`src/hdl/seg_unit_defs.vh`:
```
`ifndef SEG_UNIT_DEFS_VH
`define SEG_UNIT_DEFS_VH

// Selector fields
`define SEL_RPL_LSB 0
`define SEL_RPL_MSB 1
`define SEL_TABLE_BIT 2
`define SEL_INDEX_LSB 3
`define SEL_INDEX_MSB 15
`define SEL_INDEX_SHIFT 3

// Segment register numbers
`define SEG_CODE 3'h0
`define SEG_STACK 3'h1
`define SEG_DATA 3'h2
`define SEG_EXTRA1 3'h3
`define SEG_EXTRA2 3'h4
`define SEG_EXTRA3 3'h5
`define SEG_COUNT 6

// Descriptor fields, upper doubleword bit positions
`define DW1_BASE_MID_LSB 0
`define DW1_BASE_MID_MSB 7
`define DW1_TYPE_LSB 8
`define DW1_TYPE_MSB 11
`define DW1_EXPAND_DOWN_BIT 10
`define DW1_WRITE_BIT 9
`define DW1_CODE_BIT 11
`define DW1_KIND_BIT 12
`define DW1_DPL_LSB 13
`define DW1_DPL_MSB 14
`define DW1_PRESENT_BIT 15
`define DW1_LIMIT_HI_LSB 16
`define DW1_LIMIT_HI_MSB 19
`define DW1_UPPER_BOUND_BIT 22
`define DW1_GRAN_BIT 23
`define DW1_BASE_HI_LSB 24
`define DW1_BASE_HI_MSB 31

// Descriptor fields, lower doubleword
`define DW0_LIMIT_LO_LSB 0
`define DW0_LIMIT_LO_MSB 15
`define DW0_BASE_LO_LSB 16
`define DW0_BASE_LO_MSB 31

// Limit scaling and bounds
`define GRAN_SHIFT 12
`define GRAN_LOW_ONES 12'hFFF
`define BOUND_32 32'hFFFFFFFF
`define BOUND_16 32'h0000FFFF
`define DESC_HI_OFFSET 32'h00000004

// Access kinds
`define ACC_READ 2'h0
`define ACC_WRITE 2'h1
`define ACC_EXEC 2'h2

// Fault codes
`define FAULT_NONE 2'h0
`define FAULT_GP 2'h1
`define FAULT_NP 2'h2

`endif

```
`src/hdl/seg_limit_check.v`:
```
`timescale 1ns/1ps
`include "seg_unit_defs.vh"

module seg_limit_check (
   // Cached segment attributes
   input wire [19:0] raw_limit,
   input wire gran,
   input wire expand_down,
   input wire upper_bound,
   // Offset under test
   input wire [31:0] offset,
   // Result
   output wire in_range
);
   wire [31:0] eff_limit;
   wire [31:0] top;

   // Byte or 4-KByte units; low twelve bits ignored when scaled
   assign eff_limit = gran ? {raw_limit, `GRAN_LOW_ONES} : {12'h000, raw_limit}; // RULE11 RULE12 RULE21
   assign top = upper_bound ? `BOUND_32 : `BOUND_16; // RULE22
   assign in_range = expand_down ? ((offset > eff_limit) && (offset <= top)) : // RULE14
                     (offset <= eff_limit); // RULE13

endmodule // seg_limit_check

```
`src/hdl/seg_unit.v`:
```
`timescale 1ns/1ps
`include "seg_unit_defs.vh"

// Contract
// RULE1 - Selector bits 3..15 index 8192 entries; address is table base plus index times 8.
// RULE2 - Selector bit 2 picks global table when zero, local table when one.
// RULE3 - Selector bits 0..1 are the requested privilege level, 0 most privileged.
// RULE4 - Index zero, table bit zero is null; null load into data registers never faults.
// RULE5 - Memory access through a register holding null selector raises an exception.
// RULE6 - Null selector loaded into code or stack register raises general protection fault.
// RULE7 - Six segment registers; only loaded segments are accessible.
// RULE8 - Selector load fetches descriptor and caches base, limit, access in hidden part.
// RULE9 - Translation uses cached hidden part only; table changes need a reload.
// RULE10 - Loads come from explicit or implied transfers; visible selector is readable.
// RULE11 - Two limit fields concatenate to one 20-bit limit.
// RULE12 - Granularity clear counts bytes; set counts 4-KByte units.
// RULE13 - Expand-up accepts offsets up to the limit; beyond faults.
// RULE14 - Expand-down accepts offsets above limit up to the upper bound.
// RULE15 - Three base fields concatenate into one 32-bit linear base.
// RULE16 - Kind flag clear means system descriptor, set means code or data.
// RULE17 - Type field meaning depends on the kind flag; sets access and direction.
// RULE18 - Two-bit descriptor privilege level is kept and used for access control; the unit only reports it on xlat_dpl_r, with no privilege check.
// RULE19 - Loading a not-present descriptor raises a not-present fault.
// RULE20 - Software should align segment bases to 16 bytes; not enforced.
// RULE21 - Granular limit ignores twelve low offset bits; limit zero allows 0..4095.
// RULE22 - Expand-down upper bound is 4 GBytes with flag set, else 64 KBytes.
// RULE23 - Descriptor fields follow the customary two-doubleword layout.
module seg_unit (
   // Clock and reset
   input wire core_clk,
   input wire rst_n,
   // Table base registers
   input wire [31:0] global_table_base_reg,
   input wire [31:0] local_table_base_reg,
   // Selector load request
   input wire load_req,
   input wire [2:0] load_seg,
   input wire [15:0] load_selector,
   input wire load_implied,
   output wire load_ready,
   output reg load_done_r,
   // Descriptor memory read port
   output reg mem_req_r,
   output reg [31:0] mem_addr_r,
   input wire mem_ack,
   input wire [31:0] mem_rdata,
   // Fault report
   output reg [1:0] fault_code_r,
   output reg [15:0] fault_selector_r,
   // Selector read-back
   input wire [2:0] read_seg,
   output reg [15:0] read_selector_r,
   // Address translation
   input wire xlat_req,
   input wire [2:0] xlat_seg,
   input wire [31:0] xlat_offset,
   input wire [1:0] xlat_kind,
   output reg xlat_valid_r,
   output reg [31:0] xlat_linear_r,
   output reg [1:0] xlat_fault_r,
   // Cached privilege of a segment
   output reg [1:0] xlat_dpl_r,
   output reg [1:0] xlat_rpl_r
);
   localparam ST_IDLE = 2'h0;
   localparam ST_LO = 2'h1;
   localparam ST_HI = 2'h2;

   // Visible and hidden parts
   reg [15:0] sel_r [0:`SEG_COUNT-1];
   reg [31:0] base_r [0:`SEG_COUNT-1];
   reg [19:0] limit_r [0:`SEG_COUNT-1];
   reg [3:0] type_r [0:`SEG_COUNT-1];
   reg kind_r [0:`SEG_COUNT-1];
   reg [1:0] dpl_r [0:`SEG_COUNT-1];
   reg gran_r [0:`SEG_COUNT-1];
   reg ub_r [0:`SEG_COUNT-1];
   reg null_r [0:`SEG_COUNT-1];

   reg [1:0] state_r;
   reg [1:0] state_nxt;
   reg [2:0] pend_seg_r;
   reg [15:0] pend_sel_r;
   reg [31:0] lo_word_r;

   wire sel_is_null;
   wire [31:0] table_base;
   wire [31:0] desc_addr;
   wire null_fault;
   wire [31:0] hi_w;
   wire hi_present;
   wire in_range;
   wire [1:0] kind_fault;
   wire seg_ok;
   integer i;

   ////////////////////////////////////////////////////////////////////////
   // Selector decode

   assign sel_is_null = (load_selector[`SEL_INDEX_MSB:`SEL_INDEX_LSB] == 13'h0) &&
                        !load_selector[`SEL_TABLE_BIT]; // RULE4
   assign table_base = load_selector[`SEL_TABLE_BIT] ? local_table_base_reg :
                       global_table_base_reg; // RULE2
   assign desc_addr = table_base + {16'h0000, load_selector[`SEL_INDEX_MSB:`SEL_INDEX_LSB],
                      3'h0}; // RULE1
   assign null_fault = sel_is_null &&
                       ((load_seg == `SEG_CODE) || (load_seg == `SEG_STACK)); // RULE6
   assign load_ready = (state_r == ST_IDLE);
   assign seg_ok = (load_seg < `SEG_COUNT); // RULE7

   assign hi_w = mem_rdata;
   assign hi_present = hi_w[`DW1_PRESENT_BIT];

   ////////////////////////////////////////////////////////////////////////
   // Fetch sequencer

   always @* begin
      state_nxt = state_r;
      case (state_r)
         ST_IDLE: begin
            if (load_req && seg_ok && !sel_is_null) begin
               state_nxt = ST_LO; // RULE8
            end
         end
         ST_LO: begin
            if (mem_ack) begin
               state_nxt = ST_HI;
            end
         end
         ST_HI: begin
            if (mem_ack) begin
               state_nxt = ST_IDLE;
            end
         end
         default: begin
            state_nxt = ST_IDLE;
         end
      endcase
   end

   always @(posedge core_clk) begin
      if (!rst_n) begin
         state_r <= ST_IDLE;
         pend_seg_r <= 3'h0;
         pend_sel_r <= 16'h0000;
         lo_word_r <= 32'h00000000;
         mem_req_r <= 1'b0;
         mem_addr_r <= 32'h00000000;
         load_done_r <= 1'b0;
         fault_code_r <= `FAULT_NONE;
         fault_selector_r <= 16'h0000;
         for (i = 0; i < `SEG_COUNT; i = i + 1) begin
            sel_r[i] <= 16'h0000;
            base_r[i] <= 32'h00000000;
            limit_r[i] <= 20'h00000;
            type_r[i] <= 4'h0;
            kind_r[i] <= 1'b0;
            dpl_r[i] <= 2'h0;
            gran_r[i] <= 1'b0;
            ub_r[i] <= 1'b0;
            null_r[i] <= 1'b1;
         end
      end else begin
         state_r <= state_nxt;
         load_done_r <= 1'b0;
         case (state_r)
            ST_IDLE: begin
               // Explicit and implied loads share this path
               if (load_req && seg_ok) begin // RULE10
                  pend_seg_r <= load_seg;
                  pend_sel_r <= load_selector;
                  if (null_fault) begin
                     load_done_r <= 1'b1;
                     fault_code_r <= `FAULT_GP; // RULE6
                     fault_selector_r <= load_selector;
                  end else if (sel_is_null) begin
                     load_done_r <= 1'b1;
                     fault_code_r <= `FAULT_NONE; // RULE4
                     fault_selector_r <= load_selector;
                     sel_r[load_seg] <= load_selector;
                     null_r[load_seg] <= 1'b1;
                  end else begin
                     mem_req_r <= 1'b1;
                     mem_addr_r <= desc_addr; // RULE1
                  end
               end
            end
            ST_LO: begin
               if (mem_ack) begin
                  lo_word_r <= mem_rdata;
                  mem_addr_r <= mem_addr_r + `DESC_HI_OFFSET;
               end
            end
            ST_HI: begin
               if (mem_ack) begin
                  mem_req_r <= 1'b0;
                  load_done_r <= 1'b1;
                  fault_selector_r <= pend_sel_r;
                  if (!hi_present) begin
                     fault_code_r <= `FAULT_NP; // RULE19
                  end else begin
                     fault_code_r <= `FAULT_NONE;
                     sel_r[pend_seg_r] <= pend_sel_r; // RULE8
                     null_r[pend_seg_r] <= 1'b0;
                     base_r[pend_seg_r] <= {hi_w[`DW1_BASE_HI_MSB:`DW1_BASE_HI_LSB],
                        hi_w[`DW1_BASE_MID_MSB:`DW1_BASE_MID_LSB],
                        lo_word_r[`DW0_BASE_LO_MSB:`DW0_BASE_LO_LSB]}; // RULE15 RULE23
                     limit_r[pend_seg_r] <= {hi_w[`DW1_LIMIT_HI_MSB:`DW1_LIMIT_HI_LSB],
                        lo_word_r[`DW0_LIMIT_LO_MSB:`DW0_LIMIT_LO_LSB]}; // RULE11 RULE23
                     type_r[pend_seg_r] <= hi_w[`DW1_TYPE_MSB:`DW1_TYPE_LSB]; // RULE17
                     kind_r[pend_seg_r] <= hi_w[`DW1_KIND_BIT]; // RULE16
                     dpl_r[pend_seg_r] <= hi_w[`DW1_DPL_MSB:`DW1_DPL_LSB]; // RULE18
                     gran_r[pend_seg_r] <= hi_w[`DW1_GRAN_BIT]; // RULE12
                     ub_r[pend_seg_r] <= hi_w[`DW1_UPPER_BOUND_BIT]; // RULE22
                  end
               end
            end
            default: begin
               mem_req_r <= 1'b0;
            end
         endcase
      end
   end

   ////////////////////////////////////////////////////////////////////////
   // Translation from cached hidden part only

   seg_limit_check u_limit (
      .raw_limit(limit_r[xlat_seg]),
      .gran(gran_r[xlat_seg]), // RULE21
      .expand_down(kind_r[xlat_seg] && !type_r[xlat_seg][3] && type_r[xlat_seg][2]),
      .upper_bound(ub_r[xlat_seg]),
      .offset(xlat_offset),
      .in_range(in_range)
   );

   // Data writes need write-enable; code is never writable, reads need read-enable
   assign kind_fault =
      !kind_r[xlat_seg] ? `FAULT_GP : // RULE16
      (type_r[xlat_seg][3] ?
         ((xlat_kind == `ACC_WRITE) ||
          ((xlat_kind == `ACC_READ) && !type_r[xlat_seg][1]) ? `FAULT_GP : `FAULT_NONE) :
         ((xlat_kind == `ACC_EXEC) ||
          ((xlat_kind == `ACC_WRITE) && !type_r[xlat_seg][1]) ? `FAULT_GP : `FAULT_NONE));
   // RULE17

   always @(posedge core_clk) begin
      if (!rst_n) begin
         xlat_valid_r <= 1'b0;
         xlat_linear_r <= 32'h00000000;
         xlat_fault_r <= `FAULT_NONE;
         xlat_dpl_r <= 2'h0;
         xlat_rpl_r <= 2'h0;
         read_selector_r <= 16'h0000;
      end else begin
         read_selector_r <= (read_seg < `SEG_COUNT) ? sel_r[read_seg] : 16'h0000; // RULE10
         xlat_valid_r <= xlat_req;
         xlat_linear_r <= 32'h00000000;
         xlat_fault_r <= `FAULT_NONE;
         if (xlat_req) begin
            if (!(xlat_seg < `SEG_COUNT) || null_r[xlat_seg]) begin
               xlat_fault_r <= `FAULT_GP; // RULE5 RULE7
            end else if (!in_range) begin
               xlat_fault_r <= `FAULT_GP; // RULE13 RULE14
            end else if (kind_fault != `FAULT_NONE) begin
               xlat_fault_r <= kind_fault;
            end else begin
               xlat_linear_r <= base_r[xlat_seg] + xlat_offset; // RULE9
            end
            xlat_dpl_r <= dpl_r[xlat_seg]; // RULE18
            xlat_rpl_r <= sel_r[xlat_seg][`SEL_RPL_MSB:`SEL_RPL_LSB]; // RULE3
         end
      end
   end

endmodule // seg_unit

```
`config.mk`:
```
export PLATFORM = sky130hd
export DESIGN_NAME = seg_unit
export DESIGN_NICKNAME = d
export VERILOG_FILES = /design/src/hdl/seg_limit_check.v /design/src/hdl/seg_unit.v
export VERILOG_INCLUDE_DIRS = /design/src /design/src/hdl
export SDC_FILE = /design/constraint.sdc
export NUM_CORES = 1
export LEC_CHECK = 0
export BUFFER_PORTS_ARGS = -buffer_cell sky130_fd_sc_hd__buf_2
export CORE_ASPECT_RATIO = 0.5
export CORE_MARGIN = 8
export CORE_UTILIZATION = 50
export CTS_CLUSTER_DIAMETER = 30
export CTS_CLUSTER_SIZE = 8
export DETAILED_ROUTE_END_ITERATION = 8
export GPL_ROUTABILITY_DRIVEN = 0
export GPL_TIMING_DRIVEN = 0
export PLACE_DENSITY = 0.68
export SLEW_MARGIN = 25
export SYNTH_ARGS = -nofsm -noshare
export SYNTH_HDL_FRONTEND = slang
export SYNTH_SLANG_ARGS = --single-unit
```
`constraint.sdc`:
```
create_clock -name core_clk -period 8 [get_ports core_clk]
set_input_delay 1.2 -clock core_clk [delete_from_list [all_inputs] [get_ports core_clk]]
set_output_delay 1.2 -clock core_clk [all_outputs]
set_load 0.05 [all_outputs]
```
# Word level (Yosys, flattened, before mapping)
# Memory sizes are Yosys's and may differ from the RTL's. A register that Yosys moved wholly into a read port is not among the register bits.
# Cells that the tools add are included.
word_totals:
  ff_bits: 140
  ramBits: 468
  inputBits: 161
  wordCells: 182
  memories: 9
mem_list:
  columns: ["name", "words", "width", "read_ports", "rd_ports_with_merged_regs", "wr", "line_no", "text"]
  rows:
  - ["base_r", 6, 32, 1, 0, 6, "seg_unit.v:71", "reg [31:0] base_r [0:`SEG_COUNT-1];"]
  - ["limit_r", 6, 20, 1, 0, 6, "seg_unit.v:72", "reg [19:0] limit_r [0:`SEG_COUNT-1];"]
  - ["sel_r", 6, 16, 2, 2, 6, "seg_unit.v:70", "reg [15:0] sel_r [0:`SEG_COUNT-1];"]
  - ["type_r", 6, 4, 1, 0, 6, "seg_unit.v:73", "reg [3:0] type_r [0:`SEG_COUNT-1];"]
  - ["dpl_r", 6, 2, 1, 1, 6, "seg_unit.v:75", "reg [1:0] dpl_r [0:`SEG_COUNT-1];"]
  - ["gran_r", 6, 1, 1, 0, 6, "seg_unit.v:76", "reg gran_r [0:`SEG_COUNT-1];"]
  - ["3 more memories", null, null, null, null, null, null, null]
classes:
  add_sub_neg: 3
  magnitude_cmp: 6
  eq_ne: 12
  mux: 85
  bitwise: 5
  reduce_logical: 49
ops:
  columns: ["operator", "n"]
  rows:
  - ["$mux W32", 8]
  - ["$mux W16", 6]
  - ["$le A32 B32 Y1", 2]
  - ["$pmux W32 S2", 1]
  - ["$mux W1", 43]
  - ["$mux W3", 11]
  - ["$add A32 B16 Y32", 1]
  - ["$add A32 B3 Y32 const B", 1]
  - ["$add A32 B32 Y32", 1]
  - ["$gt A32 B32 Y1", 1]
  - ["$pmux W16 S2", 1]
  - ["$reduce_or A16 Y1", 2]
  - ["$reduce_or A32 Y1", 1]
  - ["$mux W20", 1]
  - ["$reduce_or A20 Y1", 1]
  - ["$mux W2", 9]
  - ["$logic_not A13 Y1", 1]
  - ["$reduce_and A5 Y1", 2]
  - ["$reduce_or A5 Y1", 2]
  - ["$logic_and A1 B1 Y1", 9]
  - ["$lt A3 B3 Y1 const B", 3]
  - ["$logic_not A1 Y1", 8]
  - ["$ne A2 B2 Y1 const B", 4]
  - ["$reduce_and A2 Y1", 4]
  - ["other kinds (20)", 37]

# Longest topological paths before layout
# Gate-level depths: netlist of run 1.
depth:
  ltp_word: 11
  ltp_mapped: 18
  mapped_depth_nobuf: 13

# Modules after synthesis
# From an unflattened synthesis of run 1, not the netlist that was laid out.
hier_totals:
  cells_unflattened: 2789
  hier_area_um2: 34267.9
modules_own_cells:
  columns: ["module", "n_inst", "cells_per_inst", "area_each_um2"]
  rows:
  - ["seg_unit", 1, 2625, 32985.4]
  - ["seg_limit_check", 1, 164, 1282.5]

# Least setup slack after synthesis of run 1
# No wires, ideal clock.
synth_timing:
  kind: "in2reg"
  startpoint: "in rst_n"
  endpoint: "mem base_r[5][0] (enable)"
  setup_ns: 0.570
  arrival_time_ns: 6.242
  required_ns: 7.430
  setup_slack_ns: 1.189
  stages: 6
  n_path_buf: 3
  path_cell_list: "clkbuf_1 -> nand2_1 -> nor2_1 -> clkbuf_1 -> clkbuf_1 -> a21boi_0"
synth_lines:
  columns: ["element", "line_no", "text"]
  rows:
  - ["start, declared", "seg_unit.v:31", "input wire rst_n,"]
  - ["end, declared", "seg_unit.v:71", null]

# Worst setup path in the final report of run 1
layout_timing:
  startpoint: "in xlat_seg[1]"
  endpoint: "reg xlat_linear_r[25]"
layout_via:
  elab_chain_len: 9
  word_cells_on_any_way: 33
layout_rtl:
  columns: ["element", "line_no", "text"]
  rows:
  - ["start, declared", "seg_unit.v:55", "input wire [2:0] xlat_seg,"]
  - ["branches (longest 9 deep; another with $gt A32 B32 Y1)", null, null]
  - ["end signal, assigned", "seg_unit.v:268", "xlat_linear_r <= base_r[xlat_seg] + xlat_offset;"]
  - ["end, declared", "seg_unit.v:59", "output reg [31:0] xlat_linear_r,"]
# Several ways; the timed one is not identified.
# A chain may end at the register's enable or synchronous reset.

==> impl_metrics.yaml, run 1 <==
sta:
  setup_ws_ns: 0.567
  skew_ns: 0.0339
  min_period_ns: 7.43
  fin_tns_setup_ns: 0
  rsz0062_at_grt: "false"
  max-slew-margin-rel_pct: 26.9
  fin_crit_sh_pct: 92.9
  maxSlewViolCount: 0
  max_slew.worst_pin.slew_ns: 1.08
  hold_violations: 0
  setup_violations: 0
  whs_ns: 0.458
  timing.fmax_mhz: 135
hold_path:
  hp-class: "flip-flop to flip-flop"
  hold_depth: 2
flow_run:
  maxCapViolCount: 0
worst_setup_path:
  r2r_start: "gran_r[7]$_DFFE_PP_"
  crit_path_top_delay_cell: "mux2i_2"
  crit_type: "input pin to flip-flop"
  critPathBufInv: 6
  required_ns: 8.58
  cp_slowest_stage_delay_ns: 0.88
  cp.arrival_ns: 8.02
  r2r-end: "xlat_linear_r[25]$_SDFF_PP0_"
  crit_end: "xlat_linear_r[25]$_SDFF_PP0_"
  cp_top_family: "buffers and inverters"
  setup.worst_path.start: "xlat_seg[1]"
  crit_cells: 17
  cp_cell_sequence: "buf_2 > buf_2 > clkbuf_1 > clkbuf_1 > buf_1 > mux4_2 > mux2i_2 > ha_1 > a211o_1 > o211ai_1 > a21oi_1 > nor4bb_1 > o21ai_1 > mux2i_2 > nand2_4 > buf_6 > nor3_2"
  end_kind: "flip-flop"
  r2r_slack_ns: 2.80
  path_max_fanout: 16
  r2r.worst_path.cells: 14
  start_kind: "input pin"
place:
  numPortBuffers: 259
  place_inst: 4024
  hpwl_mm: 74.9
  dp_worst_setup_slack_ns: -0.0380
  place_area_sq_um: 37400
grt:
  grt_pass1_vias: 25500
  antenna_found_initial: 2
  grt_overflow_total: 0
  grtUsageTotal_pct: 26.5
  grt_pass1_wl_mm: 158
  grt_max_degree: 37
synth:
  yosys-top-cells-area: "edfxtp_1 49%, dfxtp_1 10%, mux4_2 9.2%"
  yosysTopAreaCellShare_pct: 49.5
  syn-cell-area_sq_um: 34600
  yosys.area.top_type: "edfxtp_1"
  ys_ff_latch: 745
  postSynthCellCount: 2843
  synth.avg_cell_area_sq_um: 12.2
  syn_nets: 3099
  synth_edf_count: 571
  ys.warnings.count: 0
  synthFlopType: "edfxtp_1"
  synth_cell_types: 79
  ys_seq_area_share_pct: 59.5
  ys_async_sr_fraction_pct: 0
floorplan:
  start_util_pct: 50.4
  die_h_um: 202
  rows: 68
  core_area_sq_um: 68700
  fp.dieW_um: 388
  dieArea_sq_um: 78500
  pin_count: 269
finish:
  instances_no_fill: 4235
  fin_area_sq_um: 41000
  drive_gt1_share_pct: 20.2
  multiInputGateArea_sq_um: 13000
  syn_to_final_growth_pct: 18.3
  area.sequential_sq_um: 20600
  n_fill_cell: 5471
  finalNetCount: 3486
clock_network:
  post-cts-setup-buffer-count: 0
  tritoncts: "built"
  clk_latency_ns: 0.70
  cts_hold_buf: 0
  cts_resized: 0
  clock_path_buffers: 3
  clockRootBuffer: "clkbuf_16"
  htree_levels: 3
  clkSlewWorstSetupHoldPaths_ns: 0.05
  cts_made_buffers: 113
  clock-sinks: 745
routing:
  drc: 0
  routed-via-count: 25400
  drt_wl_total_mm: 106
  first_pass_iters: 6
  wl_per_cell_um: 25.0
  initialDrtViolationCount: 2976
  vias_per_cell: 6.00
  detail-route-antenna-nets: 0
power:
  vdd_drop_max_mv: 0.176
  static-leakage-power_nw: 15.2
  power_density_nw_per_um2: 245
status:
  outcome: "complete, no violations"
-- report_power, final --
| group | total, mW | leakage, nW | switching, mW | internal, mW |
|---|---|---|---|---|
| clock network | 4.62 | 1.69 | 1.75 | 2.88 |
| registers | 4.33 | 6.87 | 0.0638 | 4.27 |
| logic | 1.08 | 6.66 | 0.691 | 0.385 |
-- flip-flops by register name, indices dropped and copies added (netlist names) --
signal and flops:
base_r 256, dpl_r 16, fault_code_r 2, fault_selector_r 16
gran_r 8, kind_r 8, limit_r 160, lo_word_r 32
load_done_r 1, mem_addr_r 32, mem_req_r 1, null_r 6
pend_seg_r 3, pend_sel_r 16, read_selector_r 16, sel_r 100
state_r 2, type_r 24, ub_r 8, xlat_dpl_r 2
xlat_fault_r 1, xlat_linear_r 32, xlat_rpl_r 2, xlat_valid_r 1
-- cells in the final DEF (no fill, tap or decap), types with 6 or more instances in the layout --
master,n
mux2i_1,65
xor2_1,15
ha_1,93
nand2_4,6
mux2_2,67
o21ai_0,80
clkbuf_8,7
nand3b_1,10
edfxtp_1,571
mux4_2,142
clkbuf_1,192
nor2b_1,10
nor4_1,11
nor3_1,35
buf_16,6
nand2b_1,13
inv_1,106
o21a_1,13
buf_1,16
a221oi_1,6
or3_1,7
and4_1,8
clkbuf_16,116
buf_2,272
a21oi_1,170
nand2_1,282
xnor2_1,18
nor2_1,500
a22oi_1,7
a21o_1,20
a211oi_1,25
and3_1,17
nand3_1,67
dfxtp_1,174
a31oi_1,7
nand4_1,25
o211ai_1,18
-- worst min path at each step --
stage	from	endpoint	slack [ns]
2_1_floorplan	lo_word_r[0]$_SDFFE_PN0P_	lo_word_r[0]$_SDFFE_PN0P_	0.44
3_3_place_gp	lo_word_r[0]$_SDFFE_PN0P_	lo_word_r[0]$_SDFFE_PN0P_	0.44
3_5_place_dp	lo_word_r[4]$_SDFFE_PN0P_	lo_word_r[4]$_SDFFE_PN0P_	0.45
4_1_cts	lo_word_r[4]$_SDFFE_PN0P_	lo_word_r[4]$_SDFFE_PN0P_	0.46
5_1_grt	lo_word_r[11]$_SDFFE_PN0P_	lo_word_r[11]$_SDFFE_PN0P_	0.48
6_report	lo_word_r[1]$_SDFFE_PN0P_	lo_word_r[1]$_SDFFE_PN0P_	0.46
-- layer usage --
metal / global-route usage, % / up-vias / share of wire (%)
li1: - / 11300 / -
met1: 35.1 / 12500 / 40
met2: 43.0 / 1415 / 47
met3: 6.13 / 202 / 9.7
met4: 9.68 / 0 / 3.5
met5: 0 / - / 0
-- cell usage after synthesis (all sizes together) (9+ instances only) --
cell      n
edfxtp  571
nor2    500
nand2   288
dfxtp   174
a21oi   170
mux4    142
clkbuf  129
inv     106
ha       93
o21ai    83
mux2     67
mux2i    67
nand3    67
nor3     40
buf      34
a211oi   28
nand4    25
a21o     20
and3     18
o211ai   18
xnor2    18
xor2     15
nand2b   13
o21a     13
nor4     11
nand3b   10
nor2b    10
and4      9
-- cells by family after synthesis --
| kind of cell | Yosys count | share of synthesized area (%) |
|---|---|---|
| other | 1 | 0.0108 |
| flip-flops | 745 | 59.5 |
| XOR/XNOR | 33 | 0.834 |
| adder cells (fa/ha/maj) | 96 | 3.51 |
| buffers and inverters | 270 | 3.05 |
| multiplexers | 276 | 13.4 |
| AND/OR/NAND/NOR | 1023 | 12.7 |
| AO/OA/AOI/OAI | 399 | 6.98 |
-- worst reg2reg max path, cell delays in order, from the launching register on --
cell	delay, ns
edfxtp_1	0.35
mux4_2	0.46
mux2_2	0.37
clkbuf_1	0.30
mux2i_1	0.19
ha_1	0.34
and4_1	0.23
or4b_2	0.62
nor2_1	0.15
o22ai_1	0.09
a21oi_1	0.21
mux2i_2	0.92
nand2_4	0.29
buf_6	0.29
nor3_2	0.28
-- per-stage QoR --
stage / utilization, % / total power, mW
after global placement: 53.9 / 5.44
after floorplan: - / 5.09
final: 59.6 / 10.0
after detailed placement: 54.5 / 5.46
after global routing: 59.6 / 10.3
after CTS: 59.6 / 10.0
-- final cells by class --
| type | count | share of cell area (%) |
|---|---|---|
| sequential | 745 | 50.3 |
| clock inverter | 20 | 0.720 |
| buffer | 163 | 1.61 |
| antenna | 2 | 0.0122 |
| clock buffer | 188 | 7.91 |
| timing repair buffer | 272 | 3.87 |
| tap | 910 | 2.78 |
| multi-input combinational | 1828 | 31.8 |
| inverter | 107 | 0.980 |
(Power assumes the default switching activity.)
==> run 2, diff against run 1 <==
--- a/config.mk
+++ b/config.mk
@@ -7,4 +7,5 @@
 export NUM_CORES = 1
 export LEC_CHECK = 0
+export ABC_AREA = 1
 export BUFFER_PORTS_ARGS = -buffer_cell sky130_fd_sc_hd__buf_2
 export CORE_ASPECT_RATIO = 0.5
@@ -17,4 +18,5 @@
 export GPL_TIMING_DRIVEN = 0
 export PLACE_DENSITY = 0.68
+export SKIP_LAST_GASP = 1
 export SLEW_MARGIN = 25
 export SYNTH_ARGS = -nofsm -noshare
==> constraint.sdc (replaced) <==
create_clock -name core_clk -period 8 [get_ports core_clk]
set_input_delay 1.2 -clock core_clk [delete_from_list [all_inputs] [get_ports core_clk]]
set_output_delay 1.2 -clock core_clk [all_outputs]
set_load 0.02 [all_outputs]
==> run 2 against run 1 <==
Flip-flop and latch count grew 28; core utilization shrank 0.15 points; combinational power grew 14%; worst hold slack got worse by 0.0048 ns; maximum frequency is 26% higher; highest routed layer is now met5; first-iteration DRC count is 56% higher; cell count rose by 31%; clock power rose by 1%.
==> impl_metrics.yaml, run 2 <==
status:
  outcome: "complete, no violations"
synth:
  ys_ff_latch: 773
  ys.warnings.count: 0
  synth_cell_types: 49
  yosys-top-cells-count: "1019 x nor2_1, 599 x edfxtp_1, 502 x o21ai_0"
  ys_seq_area_share_pct: 58.2
  synth_edf_count: 599
  synthFlopType: "edfxtp_1"
  yosys-top-cells-area: "edfxtp_1 49%, nor2_1 10%, dfxtp_1 9.4%"
  ys_async_sr_fraction_pct: 0
  syn_nets: 4320
  synth.avg_cell_area_sq_um: 9.07
  yosysMostFrequentCell: "nor2_1"
  syn-cell-area_sq_um: 36900
  postSynthCellCount: 4064
  yosysTopAreaCellShare_pct: 48.8
  yosys.area.top_type: "edfxtp_1"
worst_setup_path:
  required_ns: 8.58
  cp_cell_sequence: "buf_2 > inv_2 > buf_2 > buf_2 > buf_2 > clkbuf_1 > o21ai_0 > o22ai_1 > nor2_1 > a31oi_1 > ha_1 > inv_1 > fa_1 > o21ai_0 > a21oi_1 > o21ai_0 > a21oi_1 > xor2_1 > inv_1 > nor2_1"
  cp_slowest_stage_delay_ns: 0.60
  end_kind: "flip-flop"
  crit_type: "input pin to flip-flop"
  setup.worst_path.start: "xlat_seg[0]"
  cp_top_family: "compound AO/OA/AOI/OAI gates"
  critPathBufInv: 8
  crit_path_top_delay_cell: "clkbuf_1"
  cpMostUsedCell: "buf_2"
  path_max_fanout: 10
  r2r_start: "limit_r[2][0]$_SDFFCE_PN0P_"
  start_kind: "input pin"
  cp.arrival_ns: 6.48
sta:
  whs_ns: 0.453
  max-slew-margin-rel_pct: 30.0
  max_slew.worst_pin.slew_ns: 1.05
  rsz0062_at_grt: "false"
  setup_violations: 0
  fin_crit_sh_pct: 73.8
  skew_ns: 0.0287
  maxSlewViolCount: 0
  min_period_ns: 5.90
  setup_ws_ns: 2.10
  hold_violations: 0
  timing.fmax_mhz: 169
clock_network:
  clkSlewWorstSetupHoldPaths_ns: 0.05
  clock_path_buffers: 3
  cts_resized: 0
  cts_made_buffers: 117
  htree_levels: 3
  clk_latency_ns: 0.70
  clock-sinks: 773
  cts_hold_buf: 0
  clockRootBuffer: "clkbuf_16"
  post-cts-setup-buffer-count: 0
  tritoncts: "built"
floorplan:
  fp.dieW_um: 400
  rows: 70
  start_util_pct: 50.5
  die_h_um: 208
  core_area_sq_um: 73000
  pin_count: 269
  dieArea_sq_um: 83200
finish:
  n_fill_cell: 6261
  multiInputGateArea_sq_um: 13400
  drive_gt1_share_pct: 12.3
  syn_to_final_growth_pct: 17.9
  area.sequential_sq_um: 21500
  final_common_cell: "nor2_1"
  final_cell_mix: "1016 x nor2_1, 599 x edfxtp_1, 500 x o21ai_0"
  reg_top3: "base_r (256), limit_r (160), sel_r (128)"
  finalNetCount: 4733
  fin_util_pct: 59.5
  largest-register: "base_r"
  largest_reg_flops: 256
routing:
  vias_per_cell: 5.84
  routed-via-count: 32400
  drt_wl_total_mm: 124
  wl_per_cell_um: 22.4
  initialDrtViolationCount: 4651
  drc: 0
  detail-route-antenna-nets: 0
  first_pass_iters: 6
flow_run:
  maxCapViolCount: 0
grt:
  grt_max_degree: 43
  grt_pass1_vias: 30800
  grt_overflow_total: 0
  grtUsageTotal_pct: 28.8
  antenna_found_initial: 8
  grt_pass1_wl_mm: 184
power:
  power_density_nw_per_um2: 240
  vdd_drop_max_mv: 0.193
  static-leakage-power_nw: 16.8
place:
  hpwl_mm: 90.9
  numPortBuffers: 262
  dp_worst_setup_slack_ns: 1.66
hold_path:
  hp-class: "flip-flop to flip-flop"
  hold_start: "lo_word_r[18]$_SDFFE_PN0P_"
[run 2: changes by cell type after synthesis, sizes merged, moves of 42 or more]
cell / previous run / this run
o21ai: 83 / 508
o22ai: 4 / 86
inv: 106 / 293
mux2i: 67 / 1
nand2: 288 / 489
mux4: 142 / 0
buf: 34 / 91
a31oi: 7 / 81
mux2: 67 / 0
a21oi: 170 / 212
nor2: 500 / 1025
[run 2: stage by stage]
stage | total power [mW] | instances | cell area, sq um | setup TNS, ns
global route | 10.7 | 5540 | 43500 | 0
global placement | 5.74 | 5298 | 39400 | -333.65
detailed placement | 5.78 | 5330 | 39900 | 0
finish | 10.4 | 5540 | 43500 | 0
CTS | 10.4 | 5537 | 43400 | 0
floorplan | 5.32 | 4064 | 36900 | 0
[run 2: final timing paths]
path / slack [ns] / to / depth (start not counted)
min: 0.45 / lo_word_r[18]$_SDFFE_PN0P_ / 2
min reg2reg: 0.45 / lo_word_r[18]$_SDFFE_PN0P_ / 2
max: 2.10 / xlat_linear_r[22]$_SDFF_PP0_ / 20
max reg2reg: 4.25 / xlat_linear_r[21]$_SDFF_PP0_ / 22
[run 2: power by group]
group | internal [mW] | switching [mW] | total, mW | leakage, nW
Sequential | 4.44 | 0.0679 | 4.51 | 7.37
Clock | 2.88 | 1.79 | 4.67 | 1.71
Combinational | 0.371 | 0.856 | 1.23 | 7.70
[run 2: kinds of logic after synthesis]
kind of cell / count (synthesis) / share of synthesized area, %
multiplexers: 1 / 0.0272
other: 1 / 0.0102
adder cells (fa/ha/maj): 95 / 3.26
AND/OR/NAND/NOR: 1706 / 18.4
buffers and inverters: 520 / 5.62
flip-flops: 773 / 58.2
XOR/XNOR: 44 / 1.05
AO/OA/AOI/OAI: 924 / 13.4
[run 2: routing by layer]
layer  wire length [um]  vias to the layer above  global-route usage, %
met5                 20                        -                      0
met4               5120                        2                   11.7
met3              14900                      319                   7.11
met2              54800                     2030                   44.4
met1              49400                    15300                   39.0
li1                   -                    14700                      -
[run 2: worst min-delay path, cell delays in order, from the launching register on]
cell and delay (ns):
dfxtp_1 0.29, inv_1 0.06, a21oi_1 0.05
[run 2: final cells by class]
type,count,area share (%)
Sequential cell,773,49.4
Multi-Input combinational cell,2771,30.8
Clock buffer,188,7.68
Timing Repair Buffer,294,3.97
Tap cell,972,2.80
Inverter,297,2.57
Buffer,223,2.20
Clock inverter,19,0.524
Antenna cell,3,0.0173
